[src/rtl/msc_defs.vh]
// Constants of the modem serial command port: offsets, fields, resets.
// Assumes a single APB clock domain and word-aligned 32-bit registers.
`ifndef MSC_DEFS_VH
`define MSC_DEFS_VH

// ****************************************
// Register map
// ****************************************
`define MSC_ADDR_CMD 12'h000
`define MSC_ADDR_MODE 12'h004
`define MSC_ADDR_CTRL 12'h008
`define MSC_ADDR_TONE 12'h00C
`define MSC_CTRL_RESET 2'h1

// ****************************************
// Command fields
// ****************************************
`define MSC_CMD_BITS 7
`define MSC_CMD_GROUP 6
`define MSC_CMD_VALUE 5
`define MSC_CMD_EXT 4

// ****************************************
// Mode vector layout
// ****************************************
`define MSC_MODE_W 27
`define MSC_M_TONE 5'h00
`define MSC_M_FORCE_MARK 5'h01
`define MSC_M_TXL0 5'h02
`define MSC_M_TXL1 5'h03
`define MSC_M_TX_ON 5'h04
`define MSC_M_ALB 5'h05
`define MSC_M_CPM 5'h06
`define MSC_M_CI 5'h07
`define MSC_M_AUD0 5'h08
`define MSC_M_AUD1 5'h09
`define MSC_M_WL0 5'h0A
`define MSC_M_WL1 5'h0B
`define MSC_M_SYNC 5'h0C
`define MSC_M_LOW_SPEED 5'h0D
`define MSC_M_ANSWER 5'h0E
`define MSC_M_TX_MARK 5'h0F
`define MSC_M_TX_SPACE 5'h10
`define MSC_M_SCR_DIS 5'h11
`define MSC_M_DLB 5'h12
`define MSC_M_DOT 5'h13
`define MSC_M_LOCKED 5'h14
`define MSC_M_EXTERNAL 5'h15
`define MSC_M_T2100 5'h16
`define MSC_M_T1300 5'h17
`define MSC_M_V21 5'h18
`define MSC_M_ROW_DIS 5'h19
`define MSC_M_COL_DIS 5'h1A
`define MSC_MODE_RESET 27'h0000802

`endif

[src/rtl/msc_sync3.v]
// Three-stage synchroniser with change detection on stages two and three differing.
// Assumes the input is asynchronous to pclk.
`timescale 1ns/10ps
module msc_sync3 #(
	parameter RESET_VAL = 1'b0
) (
	input wire pclk,
	input wire presetn,
	input wire async_in,
	output wire level,
	output wire rise,
	output wire fall
);
	reg s1_reg;
	reg s2_reg;
	reg s3_reg;

	// Capture chain, first stage feeds only the second
	always @(posedge pclk or negedge presetn) begin
		if (!presetn) begin
			s1_reg <= RESET_VAL;
			s2_reg <= RESET_VAL;
			s3_reg <= RESET_VAL;
		end else begin
			s1_reg <= async_in;
			s2_reg <= s1_reg;
			s3_reg <= s2_reg;
		end
	end

	// A change counts once stages two and three differ
	assign level = s3_reg;
	assign rise = s2_reg & ~s3_reg;
	assign fall = ~s2_reg & s3_reg;
endmodule

[src/rtl/msc_mode_decode.v]
// Command decoder holding the modem mode settings and tone state.
// Assumes cmd_valid is a one-cycle pulse with a stable cmd word.
`timescale 1ns/10ps
`include "msc_defs.vh"
module msc_mode_decode (
	input wire pclk,
	input wire presetn,
	input wire cmd_valid,
	input wire [6:0] cmd,
	input wire soft_reset,
	output reg [26:0] mode_reg,
	output reg [3:0] dial_digit_reg,
	output reg dial_strobe_reg,
	output reg [1:0] guard_reg
);
	reg [26:0] mode_next;
	reg [4:0] idx;
	reg hit;
	reg val;
	wire [3:0] code;
	wire group;
	wire ext;

	assign code = cmd[3:0];
	assign group = cmd[`MSC_CMD_GROUP];
	assign ext = cmd[`MSC_CMD_EXT];

	// Map a non-tone command onto one mode bit
	always @* begin
		hit = 1'b1;
		idx = 5'h00;
		case ({ext, code})
			5'h01: idx = `MSC_M_TONE;
			5'h02: idx = `MSC_M_FORCE_MARK;
			5'h03: idx = `MSC_M_TXL0;
			5'h04: idx = `MSC_M_TXL1;
			5'h05: idx = `MSC_M_TX_ON;
			5'h06: idx = `MSC_M_ALB;
			5'h07: idx = `MSC_M_CPM;
			5'h08: idx = `MSC_M_CI;
			5'h09: idx = `MSC_M_AUD0;
			5'h0A: idx = `MSC_M_AUD1;
			5'h0B: idx = `MSC_M_WL0;
			5'h0C: idx = `MSC_M_WL1;
			5'h0D: idx = `MSC_M_SYNC;
			5'h0E: idx = `MSC_M_LOW_SPEED;
			5'h0F: idx = `MSC_M_ANSWER;
			5'h10: idx = `MSC_M_TX_MARK;
			5'h11: idx = `MSC_M_TX_SPACE;
			5'h12: idx = `MSC_M_SCR_DIS;
			5'h13: idx = `MSC_M_DLB;
			5'h14: idx = `MSC_M_DOT;
			5'h15: idx = `MSC_M_LOCKED;
			5'h16: idx = `MSC_M_EXTERNAL;
			5'h17: idx = `MSC_M_T2100;
			5'h18: idx = `MSC_M_T1300;
			5'h19: idx = `MSC_M_V21;
			default: hit = 1'b0;
		endcase
		// Force-mark names Off first, so its polarity is inverted
		val = cmd[`MSC_CMD_VALUE] ^ (idx == `MSC_M_FORCE_MARK);
		mode_next = mode_reg;
		if (!group && hit) begin
			mode_next[idx] = val;
		end
		if (group && !ext && code == 4'hE) begin
			mode_next[`MSC_M_ROW_DIS] = cmd[`MSC_CMD_VALUE];
		end
		if (group && !ext && code == 4'hF) begin
			mode_next[`MSC_M_COL_DIS] = cmd[`MSC_CMD_VALUE];
		end
	end

	// Settings, dial digit and guard tone selection
	always @(posedge pclk or negedge presetn) begin
		if (!presetn) begin
			mode_reg <= `MSC_MODE_RESET;
			dial_digit_reg <= 4'h0;
			dial_strobe_reg <= 1'b0;
			guard_reg <= 2'h0;
		end else begin
			dial_strobe_reg <= 1'b0;
			if (soft_reset) begin
				mode_reg <= `MSC_MODE_RESET;
				guard_reg <= 2'h0;
			end else if (cmd_valid) begin
				if (!group && !ext && code == 4'h0) begin
					mode_reg <= `MSC_MODE_RESET;
					guard_reg <= 2'h0;
				end else begin
					mode_reg <= mode_next;
				end
				if (group && !ext && code <= 4'hB) begin
					dial_digit_reg <= code;
					dial_strobe_reg <= 1'b1;
				end
				if (group && !ext && code == 4'hC) begin
					guard_reg <= {1'b0, cmd[`MSC_CMD_VALUE]};
				end
				if (group && !ext && code == 4'hD) begin
					guard_reg <= {cmd[`MSC_CMD_VALUE], 1'b0};
				end
			end
		end
	end
endmodule

[src/rtl/msc_top.v]
// Serial command write port of a low-speed modem with APB access.
// Assumes strobe, shift clock and data come from an outside controller
// and are asynchronous to pclk; APB runs on pclk at 10 MHz.
`timescale 1ns/10ps
`include "msc_defs.vh"
module msc_top (
	input wire pclk,
	input wire presetn,
	input wire psel,
	input wire penable,
	input wire pwrite,
	input wire [11:0] paddr,
	input wire [31:0] pwdata,
	output wire pready,
	output wire pslverr,
	output reg [31:0] prdata,
	input wire wr_strobe_n,
	input wire shift_clk,
	input wire serial_data,
	output wire tone_on,
	output wire force_rx_mark,
	output wire tx_level_bit0,
	output wire tx_level_bit1,
	output wire tx_enable,
	output wire analog_loopback,
	output wire call_progress_monitor,
	output wire connection_indicator,
	output wire audio_level_bit0,
	output wire audio_level_bit1,
	output wire char_length_bit0,
	output wire char_length_bit1,
	output wire sync_mode,
	output wire speed_select,
	output wire answer_mode,
	output wire tx_mark,
	output wire tx_space,
	output wire scrambler_disable,
	output wire digital_loopback,
	output wire dotting_pattern_send,
	output wire clk_locked,
	output wire clk_external,
	output wire tone_2100,
	output wire tone_1300,
	output wire v21_mode,
	output wire row_disable,
	output wire col_disable,
	output wire [3:0] dial_digit,
	output wire dial_strobe,
	output wire guard_550,
	output wire guard_1800
);

	// ****************************************
	// Pin synchronisers
	// ****************************************
	wire wr_level;
	wire wr_rise;
	wire wr_fall;
	wire sck_rise;
	wire data_level;

	msc_sync3 #(.RESET_VAL(1'b1)) u_sync_wr (
		.pclk(pclk),
		.presetn(presetn),
		.async_in(wr_strobe_n),
		.level(wr_level),
		.rise(wr_rise),
		.fall(wr_fall)
	);

	msc_sync3 #(.RESET_VAL(1'b0)) u_sync_sck (
		.pclk(pclk),
		.presetn(presetn),
		.async_in(shift_clk),
		.level(),
		.rise(sck_rise),
		.fall()
	);

	msc_sync3 #(.RESET_VAL(1'b0)) u_sync_data (
		.pclk(pclk),
		.presetn(presetn),
		.async_in(serial_data),
		.level(data_level),
		.rise(),
		.fall()
	);

	// ****************************************
	// Serial shift path
	// ****************************************
	reg [6:0] shift_reg;
	reg [2:0] count_reg;
	reg in_frame_reg;
	reg [6:0] cmd_reg;
	reg [2:0] cmd_len_reg;
	reg cmd_valid_reg;
	reg overflow_reg;
	reg empty_reg;
	reg port_en_reg;
	reg [31:0] cmd_count_reg;
	wire over_set;
	wire over_clr;
	wire empty_set;
	wire empty_clr;
	wire soft_reset;

	// A bit is taken on a clock rise only while the strobe is low
	wire take_bit;
	assign take_bit = in_frame_reg & ~wr_level & sck_rise;

	// Bits past the seventh are dropped and flagged
	assign over_set = take_bit & (count_reg == 3'h7);

	// Strobe rise with no bits shifted is recorded, not applied
	assign empty_set = in_frame_reg & wr_rise & (count_reg == 3'h0);

	// Frame tracking and LSB-first placement
	always @(posedge pclk or negedge presetn) begin
		if (!presetn) begin
			shift_reg <= 7'h00;
			count_reg <= 3'h0;
			in_frame_reg <= 1'b0;
		end else begin
			if (wr_fall && port_en_reg) begin
				shift_reg <= 7'h00;
				count_reg <= 3'h0;
				in_frame_reg <= 1'b1;
			end else if (wr_rise) begin
				in_frame_reg <= 1'b0;
			end else if (take_bit && count_reg != 3'h7) begin
				shift_reg[count_reg] <= data_level;
				count_reg <= count_reg + 3'h1;
			end
		end
	end

	// Holding latch, loaded as the strobe returns high
	always @(posedge pclk or negedge presetn) begin
		if (!presetn) begin
			cmd_reg <= 7'h00;
			cmd_len_reg <= 3'h0;
			cmd_valid_reg <= 1'b0;
			cmd_count_reg <= 32'h00000000;
		end else begin
			cmd_valid_reg <= 1'b0;
			if (in_frame_reg && wr_rise && count_reg != 3'h0) begin
				cmd_reg <= shift_reg;
				cmd_len_reg <= count_reg;
				cmd_valid_reg <= 1'b1;
				cmd_count_reg <= cmd_count_reg + 32'h00000001;
			end
		end
	end

	// ****************************************
	// Mode settings
	// ****************************************
	wire [26:0] mode;
	wire [3:0] dial_digit_w;
	wire [1:0] guard;

	msc_mode_decode u_decode (
		.pclk(pclk),
		.presetn(presetn),
		.cmd_valid(cmd_valid_reg),
		.cmd(cmd_reg),
		.soft_reset(soft_reset),
		.mode_reg(mode),
		.dial_digit_reg(dial_digit_w),
		.dial_strobe_reg(dial_strobe),
		.guard_reg(guard)
	);

	// Settings out to the modem core
	assign tone_on = mode[`MSC_M_TONE];
	assign force_rx_mark = mode[`MSC_M_FORCE_MARK];
	assign tx_level_bit0 = mode[`MSC_M_TXL0];
	assign tx_level_bit1 = mode[`MSC_M_TXL1];
	assign tx_enable = mode[`MSC_M_TX_ON];
	assign analog_loopback = mode[`MSC_M_ALB];
	assign call_progress_monitor = mode[`MSC_M_CPM];
	assign connection_indicator = mode[`MSC_M_CI];
	assign audio_level_bit0 = mode[`MSC_M_AUD0];
	assign audio_level_bit1 = mode[`MSC_M_AUD1];
	assign char_length_bit0 = mode[`MSC_M_WL0];
	assign char_length_bit1 = mode[`MSC_M_WL1];
	assign sync_mode = mode[`MSC_M_SYNC];
	assign speed_select = mode[`MSC_M_LOW_SPEED];
	assign answer_mode = mode[`MSC_M_ANSWER];
	assign tx_mark = mode[`MSC_M_TX_MARK];
	assign tx_space = mode[`MSC_M_TX_SPACE];
	assign scrambler_disable = mode[`MSC_M_SCR_DIS];
	assign digital_loopback = mode[`MSC_M_DLB];
	assign dotting_pattern_send = mode[`MSC_M_DOT];
	assign clk_locked = mode[`MSC_M_LOCKED];
	assign clk_external = mode[`MSC_M_EXTERNAL];
	assign row_disable = mode[`MSC_M_ROW_DIS];
	assign col_disable = mode[`MSC_M_COL_DIS];
	assign dial_digit = dial_digit_w;
	assign guard_550 = guard[0];
	assign guard_1800 = guard[1];

	// Answer, calling tone and V.21 act only in low speed
	assign tone_2100 = mode[`MSC_M_T2100] & mode[`MSC_M_LOW_SPEED];
	assign tone_1300 = mode[`MSC_M_T1300] & mode[`MSC_M_LOW_SPEED];
	assign v21_mode = mode[`MSC_M_V21] & mode[`MSC_M_LOW_SPEED];

	// ****************************************
	// APB slave
	// ****************************************
	wire setup;
	wire access;
	wire wr_ctrl;
	wire mapped;

	assign setup = psel & ~penable;
	assign access = psel & penable;
	assign mapped = (paddr == `MSC_ADDR_CMD) | (paddr == `MSC_ADDR_MODE) |
		(paddr == `MSC_ADDR_CTRL) | (paddr == `MSC_ADDR_TONE);

	// Zero wait states; unmapped addresses answer with an error
	assign pready = 1'b1;
	assign pslverr = access & ~mapped;
	assign wr_ctrl = access & pwrite & (paddr == `MSC_ADDR_CTRL);

	// Control write: bit0 port enable, bit1 mode reset, bits 2/3 clear
	assign soft_reset = wr_ctrl & pwdata[`MSC_CTRL_RESET];
	assign over_clr = wr_ctrl & pwdata[2];
	assign empty_clr = wr_ctrl & pwdata[3];

	always @(posedge pclk or negedge presetn) begin
		if (!presetn) begin
			port_en_reg <= 1'b1;
		end else if (wr_ctrl) begin
			port_en_reg <= pwdata[0];
		end
	end

	// Sticky flags: a new event wins over a clear in the same cycle
	always @(posedge pclk or negedge presetn) begin
		if (!presetn) begin
			overflow_reg <= 1'b0;
			empty_reg <= 1'b0;
		end else begin
			overflow_reg <= over_set | (overflow_reg & ~over_clr);
			empty_reg <= empty_set | (empty_reg & ~empty_clr);
		end
	end

	// Read data captured in the setup cycle, valid in the access cycle
	always @(posedge pclk or negedge presetn) begin
		if (!presetn) begin
			prdata <= 32'h00000000;
		end else if (setup && !pwrite) begin
			case (paddr)
				`MSC_ADDR_CMD:
					prdata <= {cmd_count_reg[15:0], in_frame_reg,
						count_reg, 1'b0, cmd_len_reg, 1'b0, cmd_reg};
				`MSC_ADDR_MODE:
					prdata <= {5'h00, mode};
				`MSC_ADDR_CTRL:
					prdata <= {28'h0000000, empty_reg, overflow_reg,
						1'b0, port_en_reg};
				`MSC_ADDR_TONE:
					prdata <= {26'h0000000, guard, dial_digit_w};
				default:
					prdata <= 32'h00000000;
			endcase
		end
	end
endmodule

[config.mk]
export PLATFORM = sky130hd
export DESIGN_NAME = msc_top
export DESIGN_NICKNAME = d
export VERILOG_FILES = /design/src/rtl/msc_sync3.v /design/src/rtl/msc_mode_decode.v /design/src/rtl/msc_top.v
export VERILOG_INCLUDE_DIRS = /design/src /design/src/rtl
export SDC_FILE = /design/constraint.sdc
export NUM_CORES = 1
export LEC_CHECK = 0
export BUFFER_PORTS_ARGS = -buffer_cell sky130_fd_sc_hd__buf_4
export CAP_MARGIN = 40
export CORE_AREA = 2 2 101 103
export DETAILED_ROUTE_END_ITERATION = 6
export DIE_AREA = 0 0 103 105
export GPL_TIMING_DRIVEN = 0
export PLACE_DENSITY = 0.91
export SYNTH_ARGS = -nofsm -noshare
export SYNTH_HDL_FRONTEND = slang
export SYNTH_SLANG_ARGS = --single-unit
[constraint.sdc]
create_clock -name pclk -period 2.9 [get_ports pclk]
set_input_delay 0.145 -clock pclk [delete_from_list [all_inputs] [get_ports pclk]]
set_output_delay 0.145 -clock pclk [all_outputs]
set_load 0.02 [all_outputs]
Word-level counts from Yosys, hierarchy flattened
Cells that the tools add are included.
{"block": "classes", "addsub": 2, "n_bitwise": 35, "mux": 32, "n_reduce_logical": 37, "magnitude_cmp": 5, "n_eq_ne": 36}
{"operator": "$pmux W32 S4", "count": 1}
{"operator": "$pmux W5 S24", "count": 1}
{"operator": "$mux W27", "count": 4}
{"operator": "$eq A5 B5 Y1 const B", "count": 10}
{"operator": "$eq A5 B4 Y1 const B", "count": 8}
{"operator": "$add A32 B1 Y32 const B", "count": 1}
{"operator": "$bwmux W27", "count": 1}
{"operator": "$reduce_or A25 Y1", "count": 1}
{"operator": "$eq A12 B4 Y1 const B", "count": 2}
{"operator": "$and A1 B1 Y1", "count": 21}
{"operator": "$mux W7", "count": 3}
{"operator": "$eq A5 B3 Y1 const B", "count": 4}
{"operator": "$eq A4 B4 Y1 const B", "count": 4}
{"operator": "$logic_and A1 B1 Y1", "count": 16}
{"operator": "$eq A12 B3 Y1 const B", "count": 1}
{"operator": "$logic_not A12 Y1", "count": 1}
{"operator": "$reduce_bool A4 Y1", "count": 3}
{"operator": "$mux W1", "count": 11}
{"operator": "$eq A5 B1 Y1 const B", "count": 2}
{"operator": "$eq A5 B2 Y1 const B", "count": 2}
{"operator": "$mux W2", "count": 5}
{"operator": "$reduce_and A2 Y1", "count": 5}
{"operator": "$mux W3", "count": 3}
{"operator": "$not A1 Y1", "count": 8}
{"operator": "20 further kinds", "count": 29}
{"block": "word_totals", "register_bits": 132, "input_bits": 52}

Logic depth before layout (Yosys ltp)
{"block": "logic_depth", "depth_word": 12, "mapped_depth": 7}

Modules after synthesis
From an unflattened synthesis, not the netlist that was laid out.
{"block": "unflattened", "hier_cells": 457, "hier_area_um2": 5292.6}
{"module": "msc_top", "n_inst": 1, "area_per_inst_um2": 3400.8, "cells_per_inst": 293, "seq_area_each_um2": 1828.0}
{"module": "msc_mode_decode", "n_inst": 1, "area_per_inst_um2": 1617.8, "cells_per_inst": 149, "seq_area_each_um2": 853.3}
{"module": "msc_sync3 at u_sync_data ...", "n_inst": 2, "area_per_inst_um2": 90.1, "cells_per_inst": 5, "seq_area_each_um2": 75.1}
{"module": "msc_sync3 at u_sync_wr", "n_inst": 1, "area_per_inst_um2": 93.8, "cells_per_inst": 5, "seq_area_each_um2": 78.8}

Worst setup path before layout
OpenSTA, ideal clock, no wires.
{"block": "synth_path", "kind": "reg-to-reg", "from": "register count_reg[0]", "to": "register cmd_reg[4]", "synth_period_minus_slack_ps": 1969, "slack_ps": 931, "t_required_ps": 2775, "arrival_time_ps": 1845, "stages_incl_launch_ff": 7, "path_cell_list": "dfrtp_1 -> inv_1 -> ha_1 -> nor2b_1 -> nor2_1 -> buf_2 -> mux2_2"}
{"block": "synth_between", "elab_chain_cells": 2}
{"element": "start, declared", "line": "msc_top.v:93", "rtl": "reg [2:0] count_reg;"}
{"element": "start signal, assigned", "line": "msc_top.v:133", "rtl": "count_reg <= count_reg + 3'h1;"}
{"element": "$reduce_bool A3 Y1", "line": "msc_top.v:147", "rtl": "if (in_frame_reg && wr_rise && count_reg != 3'h0) begin"}
{"element": "$logic_and A1 B1 Y1", "line": "msc_top.v:147"}
{"element": "end signal, assigned", "line": "msc_top.v:148", "rtl": "cmd_reg <= shift_reg;"}
{"element": "end, declared", "line": "msc_top.v:95", "rtl": "reg [6:0] cmd_reg;"}
No other way between the ends.
A chain may end at the register's enable or synchronous reset.

Worst setup path after layout
Same ends and word-level chain as after synthesis.

==> impl_metrics.json <==
{
  "antenna_cells": 0,
  "portBuffers": 89,
  "cts_buffers": 17,
  "nNetsFinal": 727,
  "std_cell_rows": 36,
  "required_ns": 3.31,
  "final_cell_mix": "dfrtp_1 (110), buf_4 (91), nand2_1 (68), o21ai_0 (56)",
  "critPathKind": "reg -> reg",
  "drtIter0Drc": 523,
  "yosysWarnings": 0,
  "clock_path_buffers": 2,
  "rsz0062_at_grt": "false",
  "drc_errors": 0,
  "power.density_nw_per_um2": 544,
  "core_area_um2": 9640,
  "leakagePower_nw": 3.32,
  "arrival_ns": 3.04,
  "synth_top_family_by_area": "simple AND/OR/NAND/NOR gates",
  "synth_ff_type": "dfrtp_1",
  "synth_cell_types": 52,
  "largest_register_ffs": 32,
  "critPathCaptureType": "register",
  "skew_ns": 0.00719,
  "grt_pass1_wl_um": 24600,
  "tns_ns": 0,
  "cts.sinks": 116,
  "grt.overflow.total": 0,
  "path_max_fanout": 10,
  "layout.cells.non_filler": 817,
  "post-cts-setup-buffers": 0,
  "hold_viol": 0,
  "place_inst": 778,
  "async_flop_share_pct": 100,
  "drtPass1Iterations": 6,
  "root_buffer": "clkbuf_8",
  "syn_avg_cell_area_um2": 10.1,
  "synth_area_um2": 5580,
  "drive_above_1_share_pct": 23.1,
  "synthAdderAreaFrac_pct": 0.897,
  "min_path_type": "in -> reg",
  "grt_usage_pct": 29.5,
  "tightest_slew_ns": 0.922,
  "finalSetupViolCount": 0,
  "slew_headroom_pct": 38.4,
  "synth_xor_area_share_pct": 2.51,
  "postSynthRegisterBits": 116,
  "post_drt_wl_per_cell_um": 18.7,
  "grt_max_degree": 64,
  "synth_compound_area_share_pct": 14.2,
  "yosysSeqAreaShare_pct": 52.2,
  "die_w_um": 103,
  "area_growth_pct": 27.3,
  "outcome": "finished clean",
  "syn-instance-count": 555,
  "start_util_pct": 57.9,
  "worstSkewPairLatency_ns": 0.52,
  "pin_count": 120,
  "synth.area.mux_share_pct": 8.86,
  "ant_nets": 0,
  "min_period_ns": 2.63,
  "antenna_found_initial": 0,
  "final_max_slew_viol_count": 0,
  "vdd_drop_max_v": 0.000355,
  "tritoncts": "yes",
  "grt_pass1_vias": 4912,
  "maxCapViolations": 0,
  "final_common_cell": "dfrtp_1",
  "synthSimpleGateAreaFrac_pct": 17.4,
  "period_share_pct": 90.8,
  "fmax_mhz": 380,
  "post-dp-hpwl_um": 10700,
  "dieHeight_um": 105,
  "gp_congestion": 0.934,
  "cp-start-kind": "register",
  "synth_edf_count": 0,
  "syn_nets": 611,
  "drt-total-wl_um": 15300,
  "cts_max_level": 4,
  "vias": 4962,
  "path_clk_slew_ns": 0.06,
  "dieArea_um2": 10800,
  "routed_via_density": 6.07
}
[metrics by stage]
step	cell area (um^2)	util [%]	worst slack, ns	hold slack [ns]	power [mW]
5_1_grt	7100	73.7	0.193	0.0233	3.97
4_1_cts	7100	73.7	0.325	0.0117	3.87
3_5_place_dp	6440	66.8	0.342	0.231	1.79
6_report	7100	73.7	0.267	0.0202	3.86
3_3_place_gp	6410	66.5	0.425	0.254	1.78
2_1_floorplan	5580	-	0.931	-0.151	1.71
[cells by family after synthesis]
family / after synthesis
XOR/XNOR: 16
buffers and inverters: 52
flip-flops: 116
AO/OA/AOI/OAI: 132
multiplexers: 44
adder cells (fa/ha/maj): 4
other: 1
AND/OR/NAND/NOR: 190
[critical path: stages (launching register included)]
cell and delay [ns]:
dfrtp_1 0.50, inv_1 0.17, ha_1 0.26, nor2b_1 0.19, nor2_1 0.64, buf_2 0.40, mux2_2 0.36
[cell usage after synthesis (6+ instances only)]
cell	number	area, um^2
nand2_1	68	255
nor2b_1	6	37.5
nor2_1	23	86.3
xor2_1	6	52.6
mux2i_1	28	280
buf_2	10	50.1
nand3_1	15	75.1
nand4_1	33	206
clkbuf_1	28	105
a21oi_1	30	150
dfstp_2	6	158
mux2_2	13	146
xnor2_1	10	87.6
dfrtp_1	110	2750
o21ai_0	56	280
nor3_1	10	50.1
a22oi_1	22	165
inv_1	9	33.8
[repair_timing]
item | CTS | global route
endpoints found under the setup margin | 0 | 0
hold endpoints to repair | 58 | 0
hold buffers | 7 | 0
gates resized for setup | 0 | 0
[routing by layer]
metal | up-vias | track usage, % | wire [um]
li1 | 2241 | - | -
met1 | 2440 | 38.6 | 6070
met2 | 242 | 47.9 | 7730
met3 | 39 | 5.89 | 1030
met4 | 0 | 11.8 | 445
met5 | - | 0 | 0
[where the power goes]
group          leakage (nW)  switching, mW  total [mW]  internal [mW]
Combinational          1.59         0.0764       0.131         0.0545
Clock                 0.287          0.708        2.10           1.39
Sequential             1.44        0.00613        1.64           1.63
Total                  3.32          0.791        3.86           3.07
[layout make-up]
cell class / instances / area, um^2
Buffer: 43 / 189
Clock buffer: 22 / 433
Clock inverter: 10 / 156
Fill cell: 731 / 2540
Inverter: 9 / 33.8
Multi-Input combinational cell: 387 / 2450
Sequential cell: 116 / 2910
Tap cell: 133 / 166
Timing Repair Buffer: 97 / 766
[final timing paths]
path	start	slack, ns	depth (start not counted)	to
max reg2reg	count_reg[0]	0.27	6	cmd_reg[4]
max in group asynchronous	presetn	1.90	3	u_sync_wr.level
min reg2reg	u_sync_sck.s1_reg	0.35	0	u_sync_sck.s2_reg
max	count_reg[0]	0.27	6	cmd_reg[4]
min	pwdata[1]	0.02	3	u_decode.dial_strobe_reg
min in group asynchronous	presetn	0.22	2	prdata[20]
No activity file was read; power rests on OpenSTA's default activity.
